--- config.mk ---
export PLATFORM = sky130hd
export DESIGN_NAME = fticu_top
export DESIGN_NICKNAME = d
export VERILOG_FILES = /design/src/core/fticu_conv.v /design/src/core/fticu_top.v
export VERILOG_INCLUDE_DIRS = /design/src /design/src/core
export SDC_FILE = /design/constraint.sdc
export NUM_CORES = 1
export LEC_CHECK = 0
export CAP_MARGIN = 20
export CORE_MARGIN = 1
export CORE_UTILIZATION = 58
export DETAILED_ROUTE_END_ITERATION = 16
export DONT_BUFFER_PORTS = 1
export PLACE_DENSITY = 0.71
export SYNTH_ARGS = -nofsm -noshare
export SYNTH_HDL_FRONTEND = slang
export SYNTH_SLANG_ARGS = --single-unit
--- constraint.sdc ---
create_clock -name aclk -period 9.47 [get_ports aclk]
set_clock_uncertainty 0.05 [all_clocks]
set_input_delay 0 -clock aclk [delete_from_list [all_inputs] [get_ports aclk]]
set_output_delay 0 -clock aclk [all_outputs]
set_load 0.02 [all_outputs]
--- src/core/fticu_map.vh ---
// Constants for the float-to-integer conversion unit: offsets, opcodes, modes, reset values
//
// Overview of operation
// RULE_01: Each conversion takes two cycles; result lands after one further issue slot.
// RULE_02: The instruction in the delay slot must not read or write the destination.
// RULE_03: Conversions never change any of the seven floating-point status flags.
// RULE_04: Source and destination select one of eight registers; source above destination.
// RULE_05: Signed 16-bit conversion rounds to nearest, ties to even, into the low half.
// RULE_06: Signed 16-bit results fill the upper half with copies of bit 15.
// RULE_07: Signed 32-bit conversion decoded by first word e688, second word upper ten zero.
// RULE_08: Signed 32-bit conversion truncates toward zero, full two's-complement result.
// RULE_09: Unsigned 16-bit truncating conversion decoded by e68e with second word bit 15 clear.
// RULE_10: Same first word with second word bit 15 set selects unsigned 16-bit rounding.
// RULE_11: Unsigned 16-bit truncation writes low half and clears the upper half.
// RULE_12: Unsigned 16-bit rounding rounds to nearest, ties even, clears upper half.
// RULE_13: Unsigned 16-bit conversions saturate large positive inputs to 65535.
// RULE_14: Unsigned 16-bit conversions give zero for negative inputs.
// RULE_15: Unsigned 32-bit conversion decoded by first word e68a, second word upper ten zero.
// RULE_16: Unsigned 32-bit conversion truncates positive inputs toward zero.
// RULE_17: Unsigned 32-bit conversion gives all zeros for negative inputs.
// RULE_18: Signed conversions saturate out-of-range inputs to the most positive or negative value.
// RULE_19: A new conversion may be issued every cycle, each finishing two cycles later.
`ifndef FTICU_MAP_VH
`define FTICU_MAP_VH

// ----------------------------------------------------------------
// Register offsets (byte addresses)
// ----------------------------------------------------------------
`define FTICU_OFF_FREG_BASE 8'h00
`define FTICU_OFF_STATUS 8'h20
`define FTICU_OFF_ISSUE 8'h24
`define FTICU_OFF_INFO 8'h28

// ----------------------------------------------------------------
// Field layouts
// ----------------------------------------------------------------
`define FTICU_STATUS_BITS 7
`define FTICU_STATUS_RESET 7'h00
`define FTICU_INFO_REJECT_BIT 16
`define FTICU_INFO_BUSY_BIT 17

// ----------------------------------------------------------------
// Opcode first words and second-word fields
// ----------------------------------------------------------------
`define FTICU_OP_S32 16'he688
`define FTICU_OP_U32 16'he68a
`define FTICU_OP_S16 16'he68c
`define FTICU_OP_U16 16'he68e
`define FTICU_MSW_ROUND_BIT 15
`define FTICU_MSW_DST_LSB 0
`define FTICU_MSW_SRC_LSB 3

// ----------------------------------------------------------------
// Conversion modes
// ----------------------------------------------------------------
`define FTICU_MODE_S16R 3'h0
`define FTICU_MODE_S32T 3'h1
`define FTICU_MODE_U16T 3'h2
`define FTICU_MODE_U16R 3'h3
`define FTICU_MODE_U32T 3'h4

// ----------------------------------------------------------------
// Float format
// ----------------------------------------------------------------
`define FTICU_EXP_TOP 8'h9e

// ----------------------------------------------------------------
// Bus answers
// ----------------------------------------------------------------
`define FTICU_RESP_OKAY 2'h0
`define FTICU_RESP_SLVERR 2'h2

`endif

--- src/core/fticu_conv.v ---
// Combinational single-precision to integer converter for all five modes
`timescale 1ns/1ps
`include "fticu_map.vh"

module fticu_conv (
	input wire [31:0] float_in,
	input wire [2:0] mode,
	output reg [31:0] int_out
);

	wire sign = float_in[31];
	wire [7:0] expo = float_in[30:23];
	// Denormals are below 2^-126 and always convert to zero, so they are dropped here
	wire [23:0] mant = (expo == 8'h00) ? 24'h000000 : {1'b1, float_in[22:0]};
	wire ovf = (expo > `FTICU_EXP_TOP);
	wire [7:0] rshift = `FTICU_EXP_TOP - expo;
	// Fixed point with 32 integer and 32 fraction bits; bits lost below only affect
	// values far under one half, which round to zero anyway
	wire [63:0] fixed = {mant, 40'h0000000000} >> rshift;
	wire [31:0] trunc = fixed[63:32];
	wire half = fixed[31];
	wire sticky = |fixed[30:0];
	wire round_up = half & (sticky | trunc[0]); // [RULE_05] [RULE_12]
	wire [32:0] rounded = {1'b0, trunc} + {32'h00000000, round_up};
	wire rnd_mode = (mode == `FTICU_MODE_S16R) || (mode == `FTICU_MODE_U16R);
	wire [32:0] mag = rnd_mode ? rounded : {1'b0, trunc};

	reg [15:0] s16;

	always @* begin
		s16 = 16'h0000;
		int_out = 32'h00000000;
		case (mode)
			`FTICU_MODE_S16R: begin
				if (sign) begin
					s16 = (ovf || mag > 33'h000008000) ? 16'h8000 : 16'h0000 - mag[15:0]; // [RULE_18]
				end else begin
					s16 = (ovf || mag > 33'h000007fff) ? 16'h7fff : mag[15:0]; // [RULE_18]
				end
				int_out = {{16{s16[15]}}, s16}; // [RULE_06]
			end
			`FTICU_MODE_S32T: begin
				if (sign) begin
					int_out = (ovf || mag > 33'h080000000) ? 32'h80000000 : 32'h00000000 - mag[31:0]; // [RULE_08] [RULE_18]
				end else begin
					int_out = (ovf || mag > 33'h07fffffff) ? 32'h7fffffff : mag[31:0]; // [RULE_08] [RULE_18]
				end
			end
			`FTICU_MODE_U16T, `FTICU_MODE_U16R: begin
				if (sign) begin
					int_out = 32'h00000000; // [RULE_14]
				end else if (ovf || mag > 33'h00000ffff) begin
					int_out = 32'h0000ffff; // [RULE_13]
				end else begin
					int_out = {16'h0000, mag[15:0]}; // [RULE_11] [RULE_12]
				end
			end
			`FTICU_MODE_U32T: begin
				if (sign) begin
					int_out = 32'h00000000; // [RULE_17]
				end else if (ovf) begin
					int_out = 32'hffffffff;
				end else begin
					int_out = trunc; // [RULE_16]
				end
			end
			default: begin
				int_out = 32'h00000000;
			end
		endcase
	end

endmodule // fticu_conv

--- src/core/fticu_top.v ---
// Float-to-integer conversion unit: register file, issue pipeline and AXI4-Lite slave
//
// Our own choices: the AXI4-Lite register port and the register offsets.
`timescale 1ns/1ps
`include "fticu_map.vh"

module fticu_top #(
	parameter NUM_REGS = 8,
	parameter SEL_W = 3
) (
	input wire aclk,
	input wire aresetn,
	// Issue port from the host pipeline
	input wire issue_valid,
	input wire [15:0] issue_lsw,
	input wire [15:0] issue_msw,
	output wire issue_accept,
	// Writeback report towards the host pipeline
	output reg wb_valid,
	output reg [2:0] wb_dest,
	output reg [31:0] wb_data,
	// AXI4-Lite slave
	input wire [7:0] s_axi_awaddr,
	input wire [2:0] s_axi_awprot,
	input wire s_axi_awvalid,
	output wire s_axi_awready,
	input wire [31:0] s_axi_wdata,
	input wire [3:0] s_axi_wstrb,
	input wire s_axi_wvalid,
	output wire s_axi_wready,
	output reg [1:0] s_axi_bresp,
	output reg s_axi_bvalid,
	input wire s_axi_bready,
	input wire [7:0] s_axi_araddr,
	input wire [2:0] s_axi_arprot,
	input wire s_axi_arvalid,
	output wire s_axi_arready,
	output reg [31:0] s_axi_rdata,
	output reg [1:0] s_axi_rresp,
	output reg s_axi_rvalid,
	input wire s_axi_rready
);

	// ----------------------------------------------------------------
	// Helpers
	// ----------------------------------------------------------------
	// Decodes an opcode pair; bit 3 is the valid mark, bits 2:0 the mode
	function [3:0] decode_op;
		input [15:0] lsw;
		input [15:0] msw;
		reg upper_zero;
		reg rest_zero;
		begin
			upper_zero = (msw[15:6] == 10'h000);
			rest_zero = (msw[14:6] == 9'h000);
			decode_op = 4'h0;
			if (lsw == `FTICU_OP_S32 && upper_zero) begin
				decode_op = {1'b1, `FTICU_MODE_S32T}; // [RULE_07]
			end else if (lsw == `FTICU_OP_U32 && upper_zero) begin
				decode_op = {1'b1, `FTICU_MODE_U32T}; // [RULE_15]
			end else if (lsw == `FTICU_OP_U16 && rest_zero) begin
				if (msw[`FTICU_MSW_ROUND_BIT]) begin
					decode_op = {1'b1, `FTICU_MODE_U16R}; // [RULE_10]
				end else begin
					decode_op = {1'b1, `FTICU_MODE_U16T}; // [RULE_09]
				end
			end else if (lsw == `FTICU_OP_S16 && rest_zero && msw[`FTICU_MSW_ROUND_BIT]) begin
				decode_op = {1'b1, `FTICU_MODE_S16R};
			end
		end
	endfunction

	// Merges a write into a word under byte strobes
	function [31:0] merge_strb;
		input [31:0] old;
		input [31:0] data;
		input [3:0] strb;
		integer i;
		begin
			merge_strb = old;
			for (i = 0; i < 4; i = i + 1) begin
				if (strb[i]) begin
					merge_strb[i*8 +: 8] = data[i*8 +: 8];
				end
			end
		end
	endfunction

	// ----------------------------------------------------------------
	// State
	// ----------------------------------------------------------------
	reg [31:0] freg [0:NUM_REGS-1];
	reg [`FTICU_STATUS_BITS-1:0] float_status_word;
	reg [31:0] last_opcode;
	reg [15:0] done_count;
	reg reject_seen;
	reg s1_valid;
	reg [2:0] s1_mode;
	reg [SEL_W-1:0] s1_dest;
	reg [31:0] s1_src;

	wire [31:0] conv_result;
	integer k;

	// ----------------------------------------------------------------
	// Issue arbitration
	// ----------------------------------------------------------------
	// The pipeline port has priority; a bus write to the issue register waits
	// for a cycle with no pipeline issue, which stalls its write response.
	wire [3:0] pipe_dec = decode_op(issue_lsw, issue_msw);
	assign issue_accept = issue_valid & pipe_dec[3];
	wire pipe_reject = issue_valid & ~pipe_dec[3];

	wire wr_both = s_axi_awvalid & s_axi_wvalid & ~s_axi_bvalid;
	wire wr_issue_reg = (s_axi_awaddr[7:2] == `FTICU_OFF_ISSUE >> 2);
	wire wr_go = wr_both & ~(wr_issue_reg & issue_valid);
	wire [3:0] bus_dec = decode_op(s_axi_wdata[15:0], s_axi_wdata[31:16]);
	wire bus_issue = wr_go & wr_issue_reg & bus_dec[3];
	wire bus_reject = wr_go & wr_issue_reg & ~bus_dec[3];

	wire any_issue = issue_accept | bus_issue; // [RULE_19]
	wire [15:0] sel_msw = issue_valid ? issue_msw : s_axi_wdata[31:16];
	wire [2:0] sel_mode = issue_valid ? pipe_dec[2:0] : bus_dec[2:0];
	wire [SEL_W-1:0] sel_src = sel_msw[`FTICU_MSW_SRC_LSB +: SEL_W]; // [RULE_04]
	wire [SEL_W-1:0] sel_dest = sel_msw[`FTICU_MSW_DST_LSB +: SEL_W]; // [RULE_04]

	assign s_axi_awready = wr_go;
	assign s_axi_wready = wr_go;

	// ----------------------------------------------------------------
	// Converter
	// ----------------------------------------------------------------
	fticu_conv u_conv (
		.float_in(s1_src),
		.mode(s1_mode),
		.int_out(conv_result)
	);

	// ----------------------------------------------------------------
	// Pipeline: issue edge latches the operand, next edge writes back
	// ----------------------------------------------------------------
	// No forwarding: the delay-slot instruction may not touch the destination,
	// so the source is always read straight from the register file.
	always @(posedge aclk) begin
		if (!aresetn) begin
			s1_valid <= 1'b0;
			s1_mode <= `FTICU_MODE_S16R;
			s1_dest <= {SEL_W{1'b0}};
			s1_src <= 32'h00000000;
			wb_valid <= 1'b0;
			wb_dest <= 3'h0;
			wb_data <= 32'h00000000;
			last_opcode <= 32'h00000000;
			done_count <= 16'h0000;
			reject_seen <= 1'b0;
		end else begin
			s1_valid <= any_issue; // [RULE_01] [RULE_19]
			if (any_issue) begin
				s1_mode <= sel_mode;
				s1_dest <= sel_dest;
				s1_src <= freg[sel_src]; // [RULE_02]
				last_opcode <= issue_valid ? {issue_msw, issue_lsw} : s_axi_wdata;
			end
			wb_valid <= s1_valid;
			if (s1_valid) begin
				wb_dest <= s1_dest;
				wb_data <= conv_result;
				done_count <= done_count + 16'h0001;
			end
			if (pipe_reject | bus_reject) begin
				reject_seen <= 1'b1;
			end else if (wr_go && s_axi_awaddr[7:2] == `FTICU_OFF_INFO >> 2 && s_axi_wstrb[2]
					&& s_axi_wdata[`FTICU_INFO_REJECT_BIT]) begin
				reject_seen <= 1'b0;
			end
		end
	end

	// ----------------------------------------------------------------
	// Float register file and status word
	// ----------------------------------------------------------------
	wire wr_freg = wr_go & (s_axi_awaddr[7:5] == 3'h0);
	wire [SEL_W-1:0] wr_idx = s_axi_awaddr[4:2];

	always @(posedge aclk) begin
		if (!aresetn) begin
			for (k = 0; k < NUM_REGS; k = k + 1) begin
				freg[k] <= 32'h00000000;
			end
			float_status_word <= `FTICU_STATUS_RESET;
		end else begin
			// A bus write to the register being written back loses to the result
			if (wr_freg && !(s1_valid && s1_dest == wr_idx)) begin
				freg[wr_idx] <= merge_strb(freg[wr_idx], s_axi_wdata, s_axi_wstrb);
			end
			if (s1_valid) begin
				freg[s1_dest] <= conv_result; // [RULE_01]
			end
			// Only software touches the flags; no conversion path reaches them
			if (wr_go && s_axi_awaddr[7:2] == `FTICU_OFF_STATUS >> 2 && s_axi_wstrb[0]) begin
				float_status_word <= s_axi_wdata[`FTICU_STATUS_BITS-1:0]; // [RULE_03]
			end
		end
	end

	// ----------------------------------------------------------------
	// AXI4-Lite write response
	// ----------------------------------------------------------------
	wire wr_mapped = (s_axi_awaddr[7:5] == 3'h0) || (s_axi_awaddr[7:2] == `FTICU_OFF_STATUS >> 2)
		|| wr_issue_reg || (s_axi_awaddr[7:2] == `FTICU_OFF_INFO >> 2);
	wire wr_ok = wr_mapped & ~bus_reject & (s_axi_awaddr[1:0] == 2'h0);

	always @(posedge aclk) begin
		if (!aresetn) begin
			s_axi_bvalid <= 1'b0;
			s_axi_bresp <= `FTICU_RESP_OKAY;
		end else if (wr_go) begin
			s_axi_bvalid <= 1'b1;
			s_axi_bresp <= wr_ok ? `FTICU_RESP_OKAY : `FTICU_RESP_SLVERR;
		end else if (s_axi_bready) begin
			s_axi_bvalid <= 1'b0;
		end
	end

	// ----------------------------------------------------------------
	// AXI4-Lite read
	// ----------------------------------------------------------------
	assign s_axi_arready = ~s_axi_rvalid;
	wire rd_go = s_axi_arvalid & ~s_axi_rvalid;

	reg [31:0] rd_word;
	reg rd_hit;

	always @* begin
		rd_word = 32'h00000000;
		rd_hit = 1'b1;
		if (s_axi_araddr[7:5] == 3'h0) begin
			rd_word = freg[s_axi_araddr[4:2]];
		end else if (s_axi_araddr[7:2] == `FTICU_OFF_STATUS >> 2) begin
			rd_word = {25'h0000000, float_status_word};
		end else if (s_axi_araddr[7:2] == `FTICU_OFF_ISSUE >> 2) begin
			rd_word = last_opcode;
		end else if (s_axi_araddr[7:2] == `FTICU_OFF_INFO >> 2) begin
			rd_word = {14'h0000, s1_valid, reject_seen, done_count};
		end else begin
			rd_hit = 1'b0;
		end
	end

	always @(posedge aclk) begin
		if (!aresetn) begin
			s_axi_rvalid <= 1'b0;
			s_axi_rdata <= 32'h00000000;
			s_axi_rresp <= `FTICU_RESP_OKAY;
		end else if (rd_go) begin
			s_axi_rvalid <= 1'b1;
			s_axi_rdata <= rd_word;
			s_axi_rresp <= rd_hit ? `FTICU_RESP_OKAY : `FTICU_RESP_SLVERR;
		end else if (s_axi_rready) begin
			s_axi_rvalid <= 1'b0;
		end
	end

endmodule // fticu_top

---- After elaboration in Yosys (flattened, before gate mapping) ----
Memory sizes are Yosys's and may differ from the RTL's. A register that Yosys moved wholly into a read port is not among the register bits.
Index checks and enable logic that the tools add are counted.
W data, S select, Z words.
operators by class
  multiplexer cells ....................... 67
  $lt $le $gt $ge ......................... 6
  shifts and indexed selects .............. 1
  equality and inequality tests ........... 23
  $add $sub $neg .......................... 5
  bitwise logic cells ..................... 23
  reduce and logical (&&, ||, !) cells .... 48
operators by type and width
  kind                     number
  $mux W32                 12
  $eq A16 B16 Y1 const B   8
  $pmux W32 S4             1
  $mux W8                  12
  $gt A33 B16 Y1 const B   2
  $mux W16                 4
  $reduce_or A32 Y1        2
  $shr A64 B8 Y64          1
  $eq A6 B4 Y1 const B     6
  $mux W4                  9
  $add A32 B1 Y33          1
  $gt A33 B15 Y1 const B   1
  $gt A33 B31 Y1 const B   1
  $gt A33 B32 Y1 const B   1
  $mux W33                 1
  $sub A1 B32 Y32 const A  1
  $reduce_or A31 Y1        1
  $mux W24                 1
  $logic_not A10 Y1        2
  $mux W1                  20
  $logic_not A9 Y1         2
  $mux W18                 1
  $logic_and A1 B1 Y1      17
  $add A16 B1 Y16 const B  1
  other kinds (22)         65
storage, ports and cells
  input port bits ......................... 98
  bits in registers ....................... 137
  output and inout bits ................... 78
  word-level logic and storage cells ...... 189
  bits in writable memories ............... 256
  memories ................................ 1
memories
  memory  depth  bits a word  rd ports  clocked after memory_dff  wr ports  RTL line        text
  freg    8      32           2         1                         8         fticu_top.v:92  reg [31:0] freg [0:NUM_REGS-1];

---- Depth between registers and ports, before layout ----
  depth in word-level cells ............... 14
  depth in mapped cells ................... 33
  depth with buffers taken out ............ 25

---- Modules after synthesis ----
A second synthesis with hierarchy kept.
unflattened totals
  cell total of the unflattened synthesis .. 2,871
  area, all modules ....................... 27,607.7 um2
by module, submodules not included
  module      sequential area each (um2)  times used  area each (um2)  cells each
  fticu_top   10,970.5                    1           21,354.2         1,953
  fticu_conv  0.0                         1           6,253.5          918

---- Worst setup path after synthesis ----
Ideal clock, no wire load.
  path type ............................... register to register
  from .................................... register s1_src[23] (read register of freg)
  to ...................................... memory freg[0][4] (data pin)
  cell stages (with the launch flop) ...... 29
  path buffers ............................ 5
  path slack .............................. 1,674 ps
  required time ........................... 9,164 ps
  clock period less this slack ............ 7,796 ps
  arrival time ............................ 7,489 ps
  library setup time ...................... 256 ps
  cells stage by stage .................... dfxtp_1 buf_4 inv_2 buf_1 ha_1 buf_2 buf_4 nor3b_1 a21o_1 mux4_2 nor2_1 nor2_1 a211oi_1 ha_1 inv_1 a211o_1 o41ai_1 nand4_1 or4_4 nor4_4 xnor2_1 or4_4 or4_4 o31a_1 a31oi_4 nand2_2 or3_1 buf_2 a22o_1
RTL lines
  element          RTL line         text
  start, declared  fticu_top.v:100  reg [31:0] s1_src;
  end, declared    fticu_top.v:92

==> run summary <==
From bottom edge to top edge, the die measures 218 um. The run gives 2747 as the number of nets in the layout. The transition time of the tightest slew-check pin was 1290 ps; the total wirelength of the detailed-routed design was 106 mm.

Count of endpoints failing hold in the final timing report: 0. The tools report the number of distinct library cell variants in the gate-level netlist after synthesis as 102. The area added between synthesis and finish is 10.4%.

The first global-routing pass estimated 153 mm of wire. The design draws 0.00403 W. For this run, design rule violations remaining after detail routing come to 0. Clock tree synthesis found a total of 420 sinks.

The type of the worst min-delay path was in -> reg. The via count of the first global-routing pass came out at 23800. The minimum clock period after layout came out at 8810 ps. The maximum clock path buffer count is 3.

The worst setup path is captured at a flip-flop. The relative max-transition margin was 14.0%. After global routing the overflow that remains totals 0. Setup repair after global routing left no endpoint under its margin. The tools report the worst reg2reg path startpoint as s1_src[23]. The tools report the launching instance or port of the critical path as s1_src[23]. In this run, synthesis inferred 256 flip-flops with an integrated enable.

The run finished with clean final reports. The total of fill cells in the finished design is 3595, and the insertion delay to the later sink of the worst-skew pair is 600 ps. The logic depth of the worst register-to-register path was 22.

STA puts the critical path data required time at 9880 ps. Max-cap violations in this run came to 0. The routed via count divided by cell count was 7.52; the fraction of final layout cells with drive strength greater than 1 was 16.2%. The tools report the launch instance of the worst min-delay path as s_axi_wvalid.

The worst setup path is of the reg -> reg kind. The via count came out at 24700. The maximum fanout encountered on the critical timing path came out at 58. The run gives 71.8 mm as the half-perimeter wire length after detailed placement. Horizontal extent of the die: 218 um. The run gives 774 ps as the worst setup timing slack at the placement stage. Setup violations remaining at the end of the flow were counted as 0. The post-place instance area is 27700 um^2. The end of the critical path was freg[2][1]. In this run the core area contains 78 standard-cell rows. After clock tree synthesis, the clock-pin slew on the worst setup and hold paths is 60 ps.

Of the available clock period, the critical path in the final layout requires 93.0%. The run gives 1.04 as the final RePlAce weighted congestion. The most common cell after layout, fill and taps aside is nand2_1. The worst register-to-register path ends at freg[2][1].

176 I/O pins were placed. The root buffer cell was clkbuf_16. The setup slack on the worst flop-to-flop path was 660 ps; the global-route usage over all layers was 44.3%. A synthesized cell averages 10.2 um^2. The number of port buffers was 0. The logs give 3717 for the count of routing violations after the opening detailed-route iteration and 9220 ps for the data arrival time of the critical path. The mapped netlist covers 27200 um^2. Number of H-tree branching levels: 2. Buffers added to address setup during post-CTS repair amount to 0. The tools report the effective utilization at floorplan as 59.4%. Leaving out fill and tap cells, the most frequent cells in the layout are 326 x nand2_1, 256 x edfxtp_1, 234 x o21ai_0. The floorplan step defined a die boundary enclosing 47700 um^2. Measured on the finished design, the core utilization comes to 65.6%.

The run gives 45800 um^2 as the core box area. The final worst-path setup slack came out at 659 ps. The yosys synthesis warning count was 0. Adding up every negative setup slack in the final design gives 0 ps.

For this run, the leading register cell type out of synthesis is edfxtp_1. TritonCTS built the clock tree. Dividing the detail-routed wire length by the instance count gives 32.2 um. The worst setup path is launched from a flip-flop. The reported leakage power was 11.1 nW; the synthesized flop and latch total was 420. The peak clock frequency supported by timing was 0.113 GHz; the maximum number of pins on one net before global-route repair was 168. The max-slew violation count is 0, and the power density over the cells is 134 nW/um^2.

The run gives 43 as the clock buffer count from CTS. The logs give 7 for the number of iterations in the first detailed-routing pass and 0.166 mV for the peak supply drop. In this run the remaining antenna-violating nets after routing total 0. Sequential elements use 40.4% of the synthesized area. For the number of instances in the synthesized netlist, the log shows 2668. The number of antenna violations at the first check in global routing is 3, and the share of async-settable or async-resettable flops after synthesis is 0%. The finished cells cover 30000 um^2.
==> critical path, stage by stage, from the launching register on <==
cell and delay, ps:
dfxtp_2 330, buf_4 540, ha_1 570, xor2_2 350
buf_4 270, mux4_2 390, nor2_1 230, nor2_1 100
a211oi_1 390, ha_1 220, inv_1 40, a211o_1 250
o41ai_1 780, nand3_1 270, nor4b_1 400, xnor2_1 260
nand4b_1 320, or3_1 570, o41ai_1 570, and3_1 270
a22oi_2 220, o21bai_1 980, a22o_1 290
==> metrics by stage <==
stage,cells,hold slack [ps]
6_report,3280,20.5
5_1_grt,3279,31.2
4_1_cts,3263,10.6
3_5_place_dp,3111,86.7
3_3_place_gp,3107,85.2
2_1_floorplan,2669,87.8
==> flip-flops by register name (all words and copies together) (netlist names), 3 cells and up <==
name and cells:
s1_mode 3, freg 256, float_status_word 7, s1_src 32, done_count 16, wb_data 32
last_opcode 32, s_axi_rdata 32, wb_dest 3
==> area by class of cell <==
class                      instances  area [um^2]  share of cell area (%)
sequential                       420        11000                    36.6
clock inverter                    25          210                   0.700
inverter                          22         82.6                   0.275
timing repair buffer             177         1590                    5.29
antenna                            2         5.00                  0.0167
tap                              600          751                    2.50
multi-input combinational       1979        15200                    50.8
clock buffer                      55         1150                    3.84
==> what timing repair did <==
item | CTS | global route
gates resized for setup | 0 | 2
endpoints found under the hold margin | 431 | 40
setup endpoints to repair | 0 | 11
hold buffers | 72 | 3
==> kinds of logic (layout without fill, tap and decap cells) <==
| family | Yosys count | count (layout) | share of synthesized area, % |
|---|---|---|---|
| flip-flops | 420 | 420 | 40.4 |
| XOR/XNOR | 66 | 66 | 2.18 |
| AO/OA/AOI/OAI | 795 | 795 | 20.8 |
| AND/OR/NAND/NOR | 813 | 813 | 14.7 |
| multiplexers | 297 | 297 | 17.7 |
| adder cells (fa/ha/maj) | 6 | 6 | 0.276 |
| other | 1 | 4 | 0.0138 |
| buffers and inverters | 270 | 279 | 4.02 |
==> per-layer routing <==
| metal | global-route usage, % | vias to the layer above | part of all wire (%) | wire, um |
|---|---|---|---|---|
| li1 | - | 10300 | - | - |
| met4 | 34.7 | 4 | 9.0 | 9520 |
| met3 | 11.4 | 514 | 12 | 12500 |
| met1 | 51.1 | 12000 | 33 | 34900 |
| met2 | 70.2 | 1851 | 46 | 48800 |
| met5 | 0 | - | 0.027 | 29 |
==> where the power goes <==
part / internal, W / total, W / leakage (nW) / switching [W]
clock network: 0.000946 / 0.00169 / 0.664 / 0.000748
registers: 0.00197 / 0.00201 / 4.08 / 0.0000386
logic: 0.000141 / 0.000327 / 6.35 / 0.000186
==> synthesized netlist by cell type (all sizes together) (7+ instances only) <==
cell	n	area, um^2
o211ai	39	298
mux4	141	3180
or2	9	56.3
nor4	24	184
a211oi	11	87.6
nand2b	14	87.6
a21oi	84	420
dfxtp	164	3280
xor2	18	158
a22o	123	1080
or4	11	93.8
o211a	74	741
or3	16	100
buf	67	329
nor2	129	487
a22oi	44	335
and3	41	257
and2	31	194
mux2i	95	951
nor4b	7	61.3
nor2b	25	156
inv	21	78.8
nand3b	7	52.6
a21boi	8	60.1
o31ai	12	90.1
xnor2	48	435
nand4	33	206
clkbuf	181	681
nand3	56	293
nor3	58	300
nand2	327	1230
mux2	61	687
o2111ai	7	67.6
o21a	13	97.6
edfxtp	256	7690
o21ai	252	1260
a31oi	33	221
==> worst min-delay path by stage <==
stage | endpoint | cells after the start
global route | s_axi_rdata[1] | 5
detailed placement | last_opcode[14] | 1
CTS | float_status_word[0] | 3
global placement | last_opcode[15] | 1
floorplan | s_axi_rvalid | 1
finish | s_axi_bvalid | 2
No activity file was read; power rests on OpenSTA's default activity.
